--- src/core/rel_pkg.sv ---
// package: register map, field positions, timing constants and carriers for the event latches
package rel_pkg;

  // ----------------------------------------------------------------
  // register offsets
  // ----------------------------------------------------------------
  localparam logic [7:0] RESET_EVENT_FLAGS_OFS = 8'h1A;
  localparam logic [7:0] BUCK_EVENT_FLAGS_OFS = 8'h1B;
  localparam logic [7:0] LINEAR_REG_EVENT_FLAGS_OFS = 8'h1C;

  // ----------------------------------------------------------------
  // reset values and field layout
  // ----------------------------------------------------------------
  localparam logic [7:0] RESET_EVENT_FLAGS_RST = 8'h00;
  localparam logic [7:0] BUCK_EVENT_FLAGS_RST = 8'h00;
  localparam logic [7:0] LINEAR_REG_EVENT_FLAGS_RST = 8'h00;
  localparam int RESET_EVENT_BIT = 0;
  localparam logic [7:0] RESET_EVENT_MASK = 8'h01;
  // layout shared by both regulator pairs: bits 6..4 second, 2..0 first
  localparam int SECOND_PG_BIT = 6;
  localparam int SECOND_SC_BIT = 5;
  localparam int SECOND_ILIM_BIT = 4;
  localparam int FIRST_PG_BIT = 2;
  localparam int FIRST_SC_BIT = 1;
  localparam int FIRST_ILIM_BIT = 0;
  localparam logic [7:0] EVENT_MASK = 8'h77;
  localparam logic [7:0] READ_UNMAPPED = 8'h00;

  // ----------------------------------------------------------------
  // timing
  // ----------------------------------------------------------------
  localparam int CLK_PERIOD_NS = 10;
  localparam int SHORT_TIME_MS = 1;
  localparam int SHORT_CYCLES = (SHORT_TIME_MS * 1000000) / CLK_PERIOD_NS;
  localparam int SHORT_CNT_W = 17;

  // ----------------------------------------------------------------
  // carriers
  // ----------------------------------------------------------------
  typedef struct packed {
    logic powergood_event;
    logic short_below;
    logic curlimit_active;
  } rel_reg_cond_t;

  typedef struct packed {
    logic wr_en;
    logic rd_en;
    logic [7:0] addr;
    logic [7:0] wdata;
  } rel_reg_req_t;

endpackage

--- src/core/rel_short_timer.sv ---
// module: qualifies a below-short-circuit level that persists longer than the set time
`timescale 1ns/100ps
module rel_short_timer #(
  parameter int SHORT_LIMIT = rel_pkg::SHORT_CYCLES
) (
  // clock and reset
  input wire logic clock_i,
  input wire logic rst_n_i,
  input wire logic sync_clear_i,
  // condition in, qualified pulse out
  input wire logic below_i,
  output logic expired_o
);

  logic [rel_pkg::SHORT_CNT_W-1:0] count_ff;
  logic [rel_pkg::SHORT_CNT_W-1:0] nxt_count;
  logic fired_ff;
  logic nxt_fired;
  logic [rel_pkg::SHORT_CNT_W-1:0] limit;

  assign limit = rel_pkg::SHORT_CNT_W'(SHORT_LIMIT);

  always_comb begin
    nxt_count = count_ff;
    nxt_fired = fired_ff;
    expired_o = 1'b0;
    if (sync_clear_i || !below_i) begin
      nxt_count = '0;
      nxt_fired = 1'b0;
    end else if (count_ff < limit) begin
      nxt_count = count_ff + rel_pkg::SHORT_CNT_W'(1);
    end else if (!fired_ff) begin
      // strictly more than the limit: one pulse per continuous episode
      expired_o = 1'b1;
      nxt_fired = 1'b1;
    end
  end

  always_ff @(posedge clock_i or negedge rst_n_i) begin
    if (!rst_n_i) begin
      count_ff <= '0;
      fired_ff <= 1'b0;
    end else begin
      count_ff <= nxt_count;
      fired_ff <= nxt_fired;
    end
  end

endmodule // rel_short_timer

--- src/core/rel_event_latches.sv ---
// module: sticky supply-event status registers with write-one-to-clear access
`timescale 1ns/100ps

// Functional notes
// - A supply undervoltage or a software reset request sets reset-event flag bit 0.
// - A reset event disables all regulators, restores register defaults, then starts up again.
// - Writing 1 to bit 0 of the reset-event register clears the reset-event flag.
// - A second buck power-good event latches buck event bit 6.
// - Second buck output below short threshold for over 1 ms latches buck event bit 5.
// - Second buck current limit being active latches buck event bit 4.
// - A first buck power-good event latches buck event bit 2.
// - First buck output below short threshold for over 1 ms latches buck event bit 1.
// - First buck current limit being active latches buck event bit 0.
// - Buck event bits clear on a written 1 or a register-defaults restore; a written 0 leaves them alone.
// - A second linear regulator power-good event latches linear event bit 6, cleared by a 1.
// - Second linear regulator below short threshold for over 1 ms latches linear event bit 5.
// - The buck-pending summary reads set while any buck event bit is set.
// - The linear-pending summary reads set while any linear event bit is set.
module rel_event_latches #(
  parameter int SHORT_LIMIT = rel_pkg::SHORT_CYCLES
) (
  // clock and reset
  input wire logic clock_i,
  input wire logic rst_n_i,
  // register access from the serial bus engine
  input wire rel_pkg::rel_reg_req_t reg_req_i,
  output logic [7:0] reg_rdata_o,
  // supply conditions
  input wire logic analog_supply_low_i,
  input wire logic software_reset_request_i,
  input wire rel_pkg::rel_reg_cond_t first_buck_i,
  input wire rel_pkg::rel_reg_cond_t second_buck_i,
  input wire rel_pkg::rel_reg_cond_t first_linreg_i,
  input wire rel_pkg::rel_reg_cond_t second_linreg_i,
  // control outputs
  output logic regulators_disable_o,
  output logic register_defaults_o,
  output logic startup_restart_o,
  output logic buck_pending_summary_o,
  output logic linreg_pending_summary_o
);

  // ----------------------------------------------------------------
  // reset-event sequencing
  // ----------------------------------------------------------------
  typedef enum logic [2:0] {
    REL_RUN = 3'b001,
    REL_DISABLE = 3'b010,
    REL_DEFAULTS = 3'b100
  } rel_seq_t;

  rel_seq_t seq_ff;
  rel_seq_t nxt_seq;
  logic reset_event;
  logic restore;

  assign reset_event = analog_supply_low_i || software_reset_request_i;

  always_comb begin
    nxt_seq = seq_ff;
    restore = 1'b0;
    case (seq_ff)
      REL_RUN: begin
        if (reset_event) begin
          nxt_seq = REL_DISABLE;
        end
      end
      // regulators stay off for as long as the cause persists
      REL_DISABLE: begin
        if (!reset_event) begin
          nxt_seq = REL_DEFAULTS;
        end
      end
      // a cause already back during the restore cycle must not slip through to run
      REL_DEFAULTS: begin
        restore = 1'b1;
        if (reset_event) begin
          nxt_seq = REL_DISABLE;
        end else begin
          nxt_seq = REL_RUN;
        end
      end
      default: begin
        nxt_seq = REL_DISABLE;
      end
    endcase
  end

  always_ff @(posedge clock_i or negedge rst_n_i) begin
    if (!rst_n_i) begin
      seq_ff <= REL_RUN;
    end else begin
      seq_ff <= nxt_seq;
    end
  end

  assign regulators_disable_o = (seq_ff != REL_RUN);
  assign register_defaults_o = restore;
  assign startup_restart_o = restore;

  // ----------------------------------------------------------------
  // short-circuit qualification
  // ----------------------------------------------------------------
  function automatic logic [7:0] event_vector(input rel_pkg::rel_reg_cond_t second_c,
                                              input rel_pkg::rel_reg_cond_t first_c,
                                              input logic second_short,
                                              input logic first_short);
    logic [7:0] v;
    v = 8'h00;
    v[rel_pkg::SECOND_PG_BIT] = second_c.powergood_event;
    v[rel_pkg::SECOND_SC_BIT] = second_short;
    v[rel_pkg::SECOND_ILIM_BIT] = second_c.curlimit_active;
    v[rel_pkg::FIRST_PG_BIT] = first_c.powergood_event;
    v[rel_pkg::FIRST_SC_BIT] = first_short;
    v[rel_pkg::FIRST_ILIM_BIT] = first_c.curlimit_active;
    return v;
  endfunction

  // set wins over clear; reserved positions are masked out of both
  function automatic logic [7:0] w1c_next(input logic [7:0] cur,
                                          input logic [7:0] set,
                                          input logic [7:0] clr,
                                          input logic [7:0] mask);
    return ((cur & ~clr) | set) & mask;
  endfunction

  logic [3:0] short_expired;
  logic [3:0] short_below;

  assign short_below = {second_linreg_i.short_below, first_linreg_i.short_below,
                        second_buck_i.short_below, first_buck_i.short_below};

  // timers restart with the register defaults so no stale count survives a reset event
  for (genvar g = 0; g < 4; g++) begin : g_short
    rel_short_timer #(
      .SHORT_LIMIT(SHORT_LIMIT)
    ) u_short (
      .clock_i(clock_i),
      .rst_n_i(rst_n_i),
      .sync_clear_i(restore),
      .below_i(short_below[g]),
      .expired_o(short_expired[g])
    );
  end

  // ----------------------------------------------------------------
  // event registers
  // ----------------------------------------------------------------
  logic [7:0] reset_flags_ff;
  logic [7:0] buck_flags_ff;
  logic [7:0] linreg_flags_ff;
  logic [7:0] nxt_reset_flags;
  logic [7:0] nxt_buck_flags;
  logic [7:0] nxt_linreg_flags;
  logic [7:0] rdata_ff;
  logic [7:0] nxt_rdata;
  logic [7:0] buck_set;
  logic [7:0] linreg_set;
  logic [7:0] clr_reset;
  logic [7:0] clr_buck;
  logic [7:0] clr_linreg;

  assign buck_set = event_vector(second_buck_i, first_buck_i,
                                 short_expired[1], short_expired[0]);
  assign linreg_set = event_vector(second_linreg_i, first_linreg_i,
                                   short_expired[3], short_expired[2]);

  always_comb begin
    clr_reset = 8'h00;
    clr_buck = 8'h00;
    clr_linreg = 8'h00;
    if (reg_req_i.wr_en && reg_req_i.addr == rel_pkg::RESET_EVENT_FLAGS_OFS) begin
      clr_reset = reg_req_i.wdata;
    end else if (reg_req_i.wr_en && reg_req_i.addr == rel_pkg::BUCK_EVENT_FLAGS_OFS) begin
      clr_buck = reg_req_i.wdata;
    end else if (reg_req_i.wr_en && reg_req_i.addr == rel_pkg::LINEAR_REG_EVENT_FLAGS_OFS) begin
      clr_linreg = reg_req_i.wdata;
    end
  end

  always_comb begin
    nxt_reset_flags = w1c_next(reset_flags_ff, {7'h00, reset_event}, clr_reset,
                               rel_pkg::RESET_EVENT_MASK);
    nxt_buck_flags = w1c_next(buck_flags_ff, buck_set, clr_buck,
                              rel_pkg::EVENT_MASK);
    nxt_linreg_flags = w1c_next(linreg_flags_ff, linreg_set, clr_linreg,
                                rel_pkg::EVENT_MASK);
    if (restore) begin
      // defaults restored, but the reset event itself stays recorded
      nxt_reset_flags = rel_pkg::RESET_EVENT_MASK;
      nxt_buck_flags = rel_pkg::BUCK_EVENT_FLAGS_RST;
      nxt_linreg_flags = rel_pkg::LINEAR_REG_EVENT_FLAGS_RST;
    end
    if (reg_req_i.rd_en && reg_req_i.addr == rel_pkg::RESET_EVENT_FLAGS_OFS) begin
      nxt_rdata = reset_flags_ff;
    end else if (reg_req_i.rd_en && reg_req_i.addr == rel_pkg::BUCK_EVENT_FLAGS_OFS) begin
      nxt_rdata = buck_flags_ff;
    end else if (reg_req_i.rd_en && reg_req_i.addr == rel_pkg::LINEAR_REG_EVENT_FLAGS_OFS) begin
      nxt_rdata = linreg_flags_ff;
    end else if (reg_req_i.rd_en) begin
      nxt_rdata = rel_pkg::READ_UNMAPPED;
    end else begin
      nxt_rdata = rdata_ff;
    end
  end

  always_ff @(posedge clock_i or negedge rst_n_i) begin
    if (!rst_n_i) begin
      reset_flags_ff <= rel_pkg::RESET_EVENT_FLAGS_RST;
      buck_flags_ff <= rel_pkg::BUCK_EVENT_FLAGS_RST;
      linreg_flags_ff <= rel_pkg::LINEAR_REG_EVENT_FLAGS_RST;
      rdata_ff <= rel_pkg::READ_UNMAPPED;
    end else begin
      reset_flags_ff <= nxt_reset_flags;
      buck_flags_ff <= nxt_buck_flags;
      linreg_flags_ff <= nxt_linreg_flags;
      rdata_ff <= nxt_rdata;
    end
  end

  // ----------------------------------------------------------------
  // outputs
  // ----------------------------------------------------------------
  assign reg_rdata_o = rdata_ff;
  assign buck_pending_summary_o = |buck_flags_ff;
  assign linreg_pending_summary_o = |linreg_flags_ff;

endmodule // rel_event_latches

--- config.mk ---
export PLATFORM = sky130hd
export DESIGN_NAME = rel_event_latches
export DESIGN_NICKNAME = d
export VERILOG_FILES = /design/src/core/rel_pkg.sv /design/src/core/rel_short_timer.sv /design/src/core/rel_event_latches.sv
export SDC_FILE = /design/constraint.sdc
export NUM_CORES = 1
export LEC_CHECK = 0
export BUFFER_PORTS_ARGS = -buffer_cell sky130_fd_sc_hd__buf_2
export CORE_MARGIN = 1
export CORE_UTILIZATION = 45
export DETAILED_ROUTE_END_ITERATION = 16
export MAX_ROUTING_LAYER = met4
export PLACE_DENSITY = 0.68
export SYNTH_ARGS = -nofsm -noshare
export SYNTH_HDL_FRONTEND = slang
export SYNTH_SLANG_ARGS = --single-unit
export TNS_END_PERCENT = 100
--- constraint.sdc ---
create_clock -name clock_i -period 2 [get_ports clock_i]
set_clock_uncertainty 0.2 [all_clocks]
set_input_delay 0 -clock clock_i [delete_from_list [all_inputs] [get_ports clock_i]]
set_output_delay 0 -clock clock_i [all_outputs]
set_load 0.02 [all_outputs]
==> impl_metrics.ini, run 1 <==
[run_status]
status = completed

[sta]
finalHoldViolCount = 0
finalWorstSetupSlack_ns = 0.0477
max_freq_mhz = 512
worst_slew_pin_slew_ns = 0.848
maxSlewViolCount = 0
setup_viol = 0
fin_crit_sh_pct = 97.6
fin_setup_tns_ns = 0
min_period_ns = 1.95
relSlewSlack_pct = 43.3

[placement]
portBuffers = 42
dpl_worst_slack_ns = 0.00269
dpl.hpwl_um = 7650
place_congestion = 0.894

[routing]
ant_nets = 0
wl_um = 11300
viasPerCell = 5.49
first_pass_iters = 4
drt-initial-drc-count = 158
dr_total_vias = 4156
drcViolationCount = 0
avgRoutedWirePerCell_um = 14.9

[logic_synthesis]
ys_types = 54
synth_cells = 523
ys_seq_area_share_pct = 48.2
yosysWarningCount = 0
synth_flop_cell = dfrtp_1
synth_area_um2 = 4880
async_reset_ff_share_pct = 100
ys_ff_latch = 94
synth_edf_count = 0
avgSynthCellArea_um2 = 9.33

[global_route]
grt_pass1_vias = 4167
antenna_found_initial = 0
grt_max_degree = 58
grt_usage_pct = 22.3
grt_overflow = 0
grt_pass1_wl_um = 19200

[floorplanning]
die-width_um = 106
die_height_um = 106
core_um2 = 10400
dieArea_um2 = 11300
rows = 37
io_pins = 47
start_util_pct = 46.8

[flow_run]
drv_cap = 0

[cts]
clk_pin_slew_worst_paths_ns = 0.09
clk_latency_ns = 0.38
clk_path_buf_depth = 2
cts_buffers = 9
cts_max_level = 3
cts_tree = built
cts_root_buf = clkbuf_8
clkSinkCount = 94

[finish]
n_antenna_cell = 0
fin_nets = 654
utilization_pct = 57.6
final_cell_mix = 93 x dfrtp_1, 79 x nor2_1, 52 x xnor2_1, 49 x nand2_1, 41 x buf_2
mostFrequentLayoutCell = dfrtp_1
layout-drive-gt1-share_pct = 18.4
areaGrowthSynthToFinish_pct = 23.0

[worst_setup_path]
crit_start = reg_req_i[14]
critPathArrivalTime_ns = 2.02
crit_required_ns = 2.06
path_max_fanout = 6
start_kind = input pin
criticalPathCategory = input pin to register
endpoint_kind = register
worstReg2RegStart = g_short[0].u_short.count_ff[14]

[power]
p_clk_share_pct = 37.7
p_leak_nw = 2.47
netSwitchingPower_mw = 0.880
p_comb_share_pct = 7.8
internal_power_mw = 2.75
p_sw_share_pct = 24.3
ir_worst_vdd_uv = 341
total_power_mw = 3.63
power_density_nw_per_um2 = 605
p_seq_share_pct = 54.5

[worst_hold_path]
worstHoldStart = reg_req_i[9]
hp-class = input pin to register
## per-layer routing
layer	part of all wire [%]	up-vias	track usage [%]
met1	46	2011	27.9
met3	4.8	25	5.27
met5	0	-	-
li1	-	2012	-
met4	2.5	0	9.42
met2	47	108	34.7
## metrics by stage
step / cell area [um2] / std cells / hold WS, ns
2_1_floorplan: 4880 / 524 / -0.496
3_3_place_gp: 5340 / 702 / -0.301
3_5_place_dp: 5340 / 702 / -0.291
4_1_cts: 5930 / 755 / 0.0373
5_1_grt: 6000 / 757 / 0.0833
6_report: 6000 / 757 / 0.0438
## path summary, 6_finish.rpt
path                                                   to  slack, ns  cells past startpoint
max in group asynchronous  g_short[0].u_short.count_ff[9]       0.47                      3
min in group asynchronous  g_short[1].u_short.count_ff[7]       0.60                      3
setup reg to reg           g_short[0].u_short.count_ff[6]       0.13                      6
setup / recovery                         buck_flags_ff[0]       0.05                      7
hold reg to reg                        linreg_flags_ff[1]       0.26                      1
hold / removal                             reg_rdata_o[6]       0.04                      6
## final cells by class
type	count	area (um2)
multi-input combinational	394	2420
fill	919	4420
clock inverter	4	52.6
timing repair buffer	105	791
sequential	94	2350
tap	136	170
inverter	12	45.0
clock buffer	12	165
## logic make-up after synthesis
family | count (synthesis) | share of synthesized area (%)
AND/OR/NAND/NOR | 236 | 24.3
AO/OA/AOI/OAI | 94 | 12.6
flip-flops | 94 | 48.2
XOR/XNOR | 57 | 10.2
buffers and inverters | 36 | 3.31
adder cells (fa/ha/maj) | 4 | 1.03
other | 1 | 0.0769
multiplexers | 1 | 0.231
## flip-flops by register name (all words and copies together), names as in the netlist
signal / cells
buck_flags_ff: 6
g_short.u_short.count_ff: 68
g_short.u_short.fired_ff: 4
linreg_flags_ff: 6
reg_rdata_o: 6
reset_flags_ff: 1
seq_ff: 3
## critical path, stage by stage
cell and delay [ns]:
buf_2 0.10, or4b_4 0.58, nor4_4 0.46, nand2_1 0.10, a21oi_1 0.15, dlygate4sd3_1 0.58, nor2_1 0.05
## cell usage after synthesis, types with 2 or more instances
library cell	n	area [um2]
nor2_1	80	300
a2111oi_2	3	45.0
a21boi_0	3	22.5
and2_1	7	43.8
a21oi_1	43	215
dfrtp_1	93	2330
nor2_4	2	22.5
and3_1	11	68.8
xnor2_1	52	455
and4_1	4	35.0
o31ai_1	3	22.5
a22oi_1	3	22.5
xor2_1	5	43.8
nor4_1	9	56.3
ha_1	4	50.1
inv_1	12	45.0
nand3_1	30	150
o21ai_0	8	40.0
nand4_1	13	81.3
or3_1	2	12.5
o21ai_1	2	10.0
buf_2	3	15.0
nor3_1	14	70.1
clkbuf_1	15	56.3
a32oi_1	2	17.5
nand2_1	49	184
a211oi_1	14	105
a31oi_1	3	18.8
nor3b_1	4	30.0
a211oi_2	2	25.0
o211ai_1	2	15.0
buf_4	4	30.0
## power groups by stage
stage / clock (mW) / combinational (mW) / sequential [mW]
after floorplan: 0 / 0.111 / 2.01
after global placement: 0 / 0.231 / 2.01
after detailed placement: 0 / 0.238 / 2.01
after CTS: 1.40 / 0.285 / 1.97
after global routing: 1.46 / 0.319 / 1.98
final: 1.37 / 0.284 / 1.98
## what timing repair did
item / CTS / global route
gates cloned: 0 / 0
endpoints found under the setup margin: 1 / 42
pin swaps: 0 / 6
setup buffers: 0 / 2
gates resized for setup: 1 / 12
hold buffers: 37 / 0
hold endpoints to repair: 169 / 0
Note: power is estimated with default switching activity, not from simulation.
==> run 2, diff against run 1 <==
- CELL_PAD_IN_SITES_DETAIL_PLACEMENT: not set -> 1
- CELL_PAD_IN_SITES_GLOBAL_PLACEMENT: not set -> 2
- CORE_UTILIZATION: 45 -> 37
- PLACE_DENSITY: 0.68 -> 0.84
==> impl_metrics.ini, run 2 (synthesized netlist as in run 1, its figures left out) <==
[cts]
cts_root_buf = clkbuf_16
cts_buffers = 9
clk_pin_slew_worst_paths_ns = 0.07
cts_tree = built
cts_max_level = 3
clkSinkCount = 94
clk_path_buf_depth = 2
clk_latency_ns = 0.35

[sta]
fin_setup_tns_ns = 0
relSlewSlack_pct = 54.2
fin_crit_sh_pct = 96.7
min_period_ns = 1.93
rsz0062_at_grt = true
max_freq_mhz = 517
whs_ns = -0.00340
finalHoldViolCount = 3
worst_slew_pin_slew_ns = 0.688
maxSlewViolCount = 0
setup_viol = 0

[placement]
dpl.hpwl_um = 8860
dp_cells = 744
portBuffers = 42
dpl_cell_area_um2 = 5430
place_congestion = 0.809

[floorplanning]
core_um2 = 12700
rows = 41
die_height_um = 117
die-width_um = 117
start_util_pct = 38.3
dieArea_um2 = 13600
io_pins = 47

[run_status]
violations = hold timing
status = finished with violations

[worst_setup_path]
crit_start = g_short[1].u_short.count_ff[13]
path_max_fanout = 8
criticalPathCategory = register to register
crit_required_ns = 2.04
start_kind = register
critPathArrivalTime_ns = 1.97
endpoint_kind = register
worstReg2RegStart = g_short[1].u_short.count_ff[13]

[finish]
mostFrequentLayoutCell = dfrtp_1
n_antenna_cell = 0
final_cell_mix = 92 x dfrtp_1, 80 x nor2_1, 52 x xnor2_1, 49 x nand2_1, 42 x a21oi_1
layout.cells.non_filler = 793
fin_nets = 654
layout-drive-gt1-share_pct = 19.2
regMostFlops = g_short.u_short.count_ff
areaGrowthSynthToFinish_pct = 25.6
largest_register_ffs = 68
fin_area_um2 = 6130

[global_route]
grt_overflow = 0
grt_usage_pct = 20.9
grt_max_degree = 58
antenna_found_initial = 0
grt_pass1_wl_um = 21700
grt_pass1_vias = 4407

[power]
power_density_nw_per_um2 = 654
p_leak_nw = 2.50
ir_worst_vdd_uv = 355

[worst_hold_path]
hp-class = input pin to async pin

[routing]
dr_total_vias = 4132
first_pass_iters = 4
viasPerCell = 5.21
drcViolationCount = 0
avgRoutedWirePerCell_um = 16.0
drt-initial-drc-count = 131
wl_met2_um = 6100
top_layer_used = met4
wl_um = 12700
wl_met3_um = 305
ant_nets = 0
wl_met1_um = 6100

[flow_run]
drv_cap = 0
==> run 2: path summary, 6_finish.rpt <==
| path | end | slack [ns] | cells after the start |
|---|---|---|---|
| min in group clock_i | reset_flags_ff[0] | 0.09 | 5 |
| max reg2reg | g_short[1].u_short.count_ff[8] | 0.07 | 5 |
| min | g_short[1].u_short.count_ff[9] | -0.003 | 3 |
| max | g_short[1].u_short.count_ff[8] | 0.07 | 5 |
| max in group asynchronous | g_short[0].u_short.count_ff[2] | 0.85 | 3 |
| min reg2reg | buck_flags_ff[5] | 0.26 | 1 |
==> run 2: area by class of cell <==
cell class              count  area (um2)
clock inverters             6        62.6
repair buffers            105         776
clock buffers              10         229
fillers                  1501        6600
well taps                 172         215
inverters                  12        45.0
flip-flops and latches     94        2350
multi-input cells         394        2440
==> run 2: critical path: stages, from the launching register on <==
cell,delay (ns)
dfrtp_1,0.42
nor4_2,0.39
nor2_1,0.22
nor4_1,0.37
xnor2_1,0.17
nor2_1,0.05
==> run 2: layer usage <==
metal  global-route usage, %  vias to the layer above
met5                       -                        -
met4                    6.33                        0
met3                    3.19                       14
met2                    33.8                       52
met1                    27.2                     2053
li1                        -                     2013
==> run 2: power breakdown <==
| part | total, mW | switching (mW) | leakage [nW] | internal (mW) |
|---|---|---|---|---|
| sequential | 1.97 | 0.0365 | 1.25 | 1.94 |
| combinational | 0.291 | 0.167 | 1.12 | 0.124 |
| clock | 1.74 | 0.773 | 0.134 | 0.966 |
| total | 4.00 | 0.976 | 2.50 | 3.03 |
==> run 2: metrics by stage <==
stage	total power, mW	util (%)	worst slack (ns)
finish	4.00	48.2	0.0664
global route	4.15	48.2	-0.0982
CTS	4.05	47.5	0.00530
detailed placement	2.26	42.7	-0.0327
global placement	2.25	42.7	0.0761
floorplan	2.12	-	0.218
==> run 2: timing repair <==
| action | 4_1_cts | 5_1_grt |
|---|---|---|
| gates resized for setup | 2 | 13 |
| setup endpoints to repair | 11 | 44 |
| endpoints found under the hold margin | 154 | 0 |
| pin swaps | 0 | 3 |
| buffers inserted | 0 | 2 |
| hold buffers | 31 | 0 |
==> run 3, diff against run 2 <==
- CORE_UTILIZATION: 37 -> 38
- CTS_BUF_LIST: not set -> sky130_fd_sc_hd__clkbuf_8 sky130_fd_sc_hd__clkbuf_16
- PLACE_DENSITY: 0.84 -> 0.85
- SYNTH_HIERARCHICAL: not set -> 1
==> impl_metrics.ini, run 3 <==
[worst_hold_path]
hp-class = input pin to register
min_to = reset_flags_ff[0]
worstHoldStart = reg_req_i[0]
worstHoldPathCells = 4

[routing]
dr_total_vias = 4465
wl_met2_um = 6670
drcViolationCount = 0
top_layer_used = met4
first_pass_iters = 4
wl_met1_um = 6370
drt-initial-drc-count = 212
ant_nets = 0
wl_um = 13600
viasPerCell = 5.43
wl_met3_um = 325
avgRoutedWirePerCell_um = 16.6

[sta]
min_period_ns = 1.95
finalWorstSetupSlack_ns = 0.0505
finalHoldViolCount = 1
worst_slew_pin_slew_ns = 0.815
max_freq_mhz = 513
whs_ns = -0.00411
fin_setup_tns_ns = 0
fin_crit_sh_pct = 97.5
maxSlewViolCount = 0
setup_viol = 0
relSlewSlack_pct = 45.4

[logic_synthesis]
yosysWarningCount = 6
ys_types = 55
ys_ff_latch = 94
yosys.area.top_type = dfrtp_1
ys_top_cells_by_area = dfrtp_1 45%, a21oi_1 4.5%, nor2_1 4.2%
synth.most_common_cell = dfrtp_1
ys_top_cells_by_count = 93 x dfrtp_1, 57 x nor2_1, 46 x a21oi_1, 37 x nand2_1, 33 x or3_1
async_reset_ff_share_pct = 100
synth_cells = 545
ys_seq_area_share_pct = 45.8
synth_edf_count = 0
synth.top_cell.area_share_pct = 45.3
synth_area_um2 = 5140
avgSynthCellArea_um2 = 9.43
synth_flop_cell = dfrtp_1

[power]
p_clk_share_pct = 41.2
p_seq_share_pct = 50.0
internal_power_mw = 3.01
p_leak_nw = 2.56
netSwitchingPower_mw = 0.981
ir_worst_vdd_uv = 368
p_sw_share_pct = 24.6
p_comb_share_pct = 8.7
power_density_nw_per_um2 = 626
total_power_mw = 3.99

[floorplanning]
start_util_pct = 39.0
io_pins = 47
die-width_um = 118
die_height_um = 118
core_um2 = 13200
dieArea_um2 = 14000
rows = 42

[worst_setup_path]
worstReg2RegEnd = buck_flags_ff[4]
critPathArrivalTime_ns = 1.98
start_kind = input pin
slowest_delay_ns = 0.59
r2r_slack_ns = 0.05
cp_common_cell = dlygate4sd3_1
criticalPathCategory = input pin to register
crit_required_ns = 2.04
worstReg2RegStart = seq_ff[0]
cp_cell_sequence = dlygate4sd3_1, buf_2, nor4b_4, buf_4, and2_4, a311oi_1, dlygate4sd3_1
endpoint_kind = register
path_max_fanout = 10
crit_slowest_cell = dlygate4sd3_1
crit_start = reg_req_i[12]
reg2regPathDepth = 4

[finish]
layout-drive-gt1-share_pct = 21.3
areaGrowthSynthToFinish_pct = 24.0
regArea_um2 = 2360
n_antenna_cell = 0
fin_area_um2 = 6370
mostFrequentLayoutCell = dfrtp_1
fill_cells = 1539
largest_register_ffs = 68
multi_input_area_um2 = 2620
fin_nets = 681
final_cell_mix = 91 x dfrtp_1, 52 x nor2_1, 42 x a21oi_1, 41 x buf_2, 37 x nand2_1
regMostFlops = g_short.u_short/count_ff

[placement]
dpl_worst_slack_ns = 0.0341
dpl.hpwl_um = 9530
dpl_cell_area_um2 = 5670
place_congestion = 0.796
portBuffers = 42

[run_status]
status = finished with violations
violations = hold timing

[cts]
cts_tree = built
cts_max_level = 3
clk_pin_slew_worst_paths_ns = 0.06
clk_latency_ns = 0.35
cts_buffers = 9
cts_root_buf = clkbuf_16
clkSinkCount = 94
clk_path_buf_depth = 2

[global_route]
grt_max_degree = 42
grt_usage_pct = 21.5
grt_overflow = 0
grt_pass1_vias = 4708
antenna_found_initial = 0
grt_pass1_wl_um = 23300

[flow_run]
drv_cap = 0
run 3: what timing repair did:
action	4_1_cts	5_1_grt
endpoints found under the setup margin	0	29
resized for setup	0	17
hold buffers	32	0
buffers inserted	0	7
endpoints found under the hold margin	158	0
run 3: worst max-delay path: cells and delay by family:
family,cells,cell delay [ns]
AOI/OAI and AO/OA,1,0.12
buffers and inverters,4,1.41
and+or+nand+nor,2,0.45
run 3: cells by family after synthesis:
logic type | after synthesis | synth area share, %
buf+inv | 43 | 4.26
simple gates | 237 | 27.0
xor+xnor | 21 | 3.58
fa+ha+maj | 4 | 0.974
flops | 94 | 45.8
mux | 1 | 0.219
compound gates | 144 | 18.1
other cells | 1 | 0.0730
run 3: final cells by class:
| type | instances | share of cell area [%] |
|---|---|---|
| multi-input combinational | 409 | 41.2 |
| sequential | 94 | 37.0 |
| timing repair buffer | 109 | 12.9 |
| clock buffer | 11 | 3.97 |
| tap | 176 | 3.46 |
| inverter | 20 | 1.18 |
| clock inverter | 4 | 0.373 |
run 3: power groups by stage:
stage / logic [mW] / registers [mW] / clock network [mW]
after detailed placement: 0.286 / 2.03 / 0
final: 0.348 / 2.00 / 1.65
after global routing: 0.393 / 2.00 / 1.76
after floorplan: 0.148 / 2.02 / 0
after CTS: 0.332 / 2.00 / 1.69
after global placement: 0.275 / 2.03 / 0
run 3: per-layer routing:
layer	track usage, %	up-vias
li1	-	2160
met1	26.9	2238
met2	35.3	51
met3	2.70	16
met4	8.49	0
met5	-	-
run 3: metrics by stage:
| step | instances | util, % | hold WS, ns |
|---|---|---|---|
| 2_1_floorplan | 546 | - | -0.496 |
| 3_3_place_gp | 769 | 43.0 | -0.213 |
| 3_5_place_dp | 769 | 43.0 | -0.205 |
| 4_1_cts | 816 | 47.5 | 0.000220 |
| 5_1_grt | 823 | 48.3 | 0.0350 |
| 6_report | 823 | 48.3 | -0.00411 |
run 3: worst max-delay path by stage:
| stage | to | cells after the start |
|---|---|---|
| finish | buck_flags_ff[4] | 7 |
| global route | linreg_flags_ff[0] | 7 |
| CTS | reset_flags_ff[0] | 6 |
| detailed placement | g_short[3].u_short/count_ff[14] | 6 |
| global placement | g_short[3].u_short/count_ff[11] | 5 |
| floorplan | buck_flags_ff[5] | 7 |
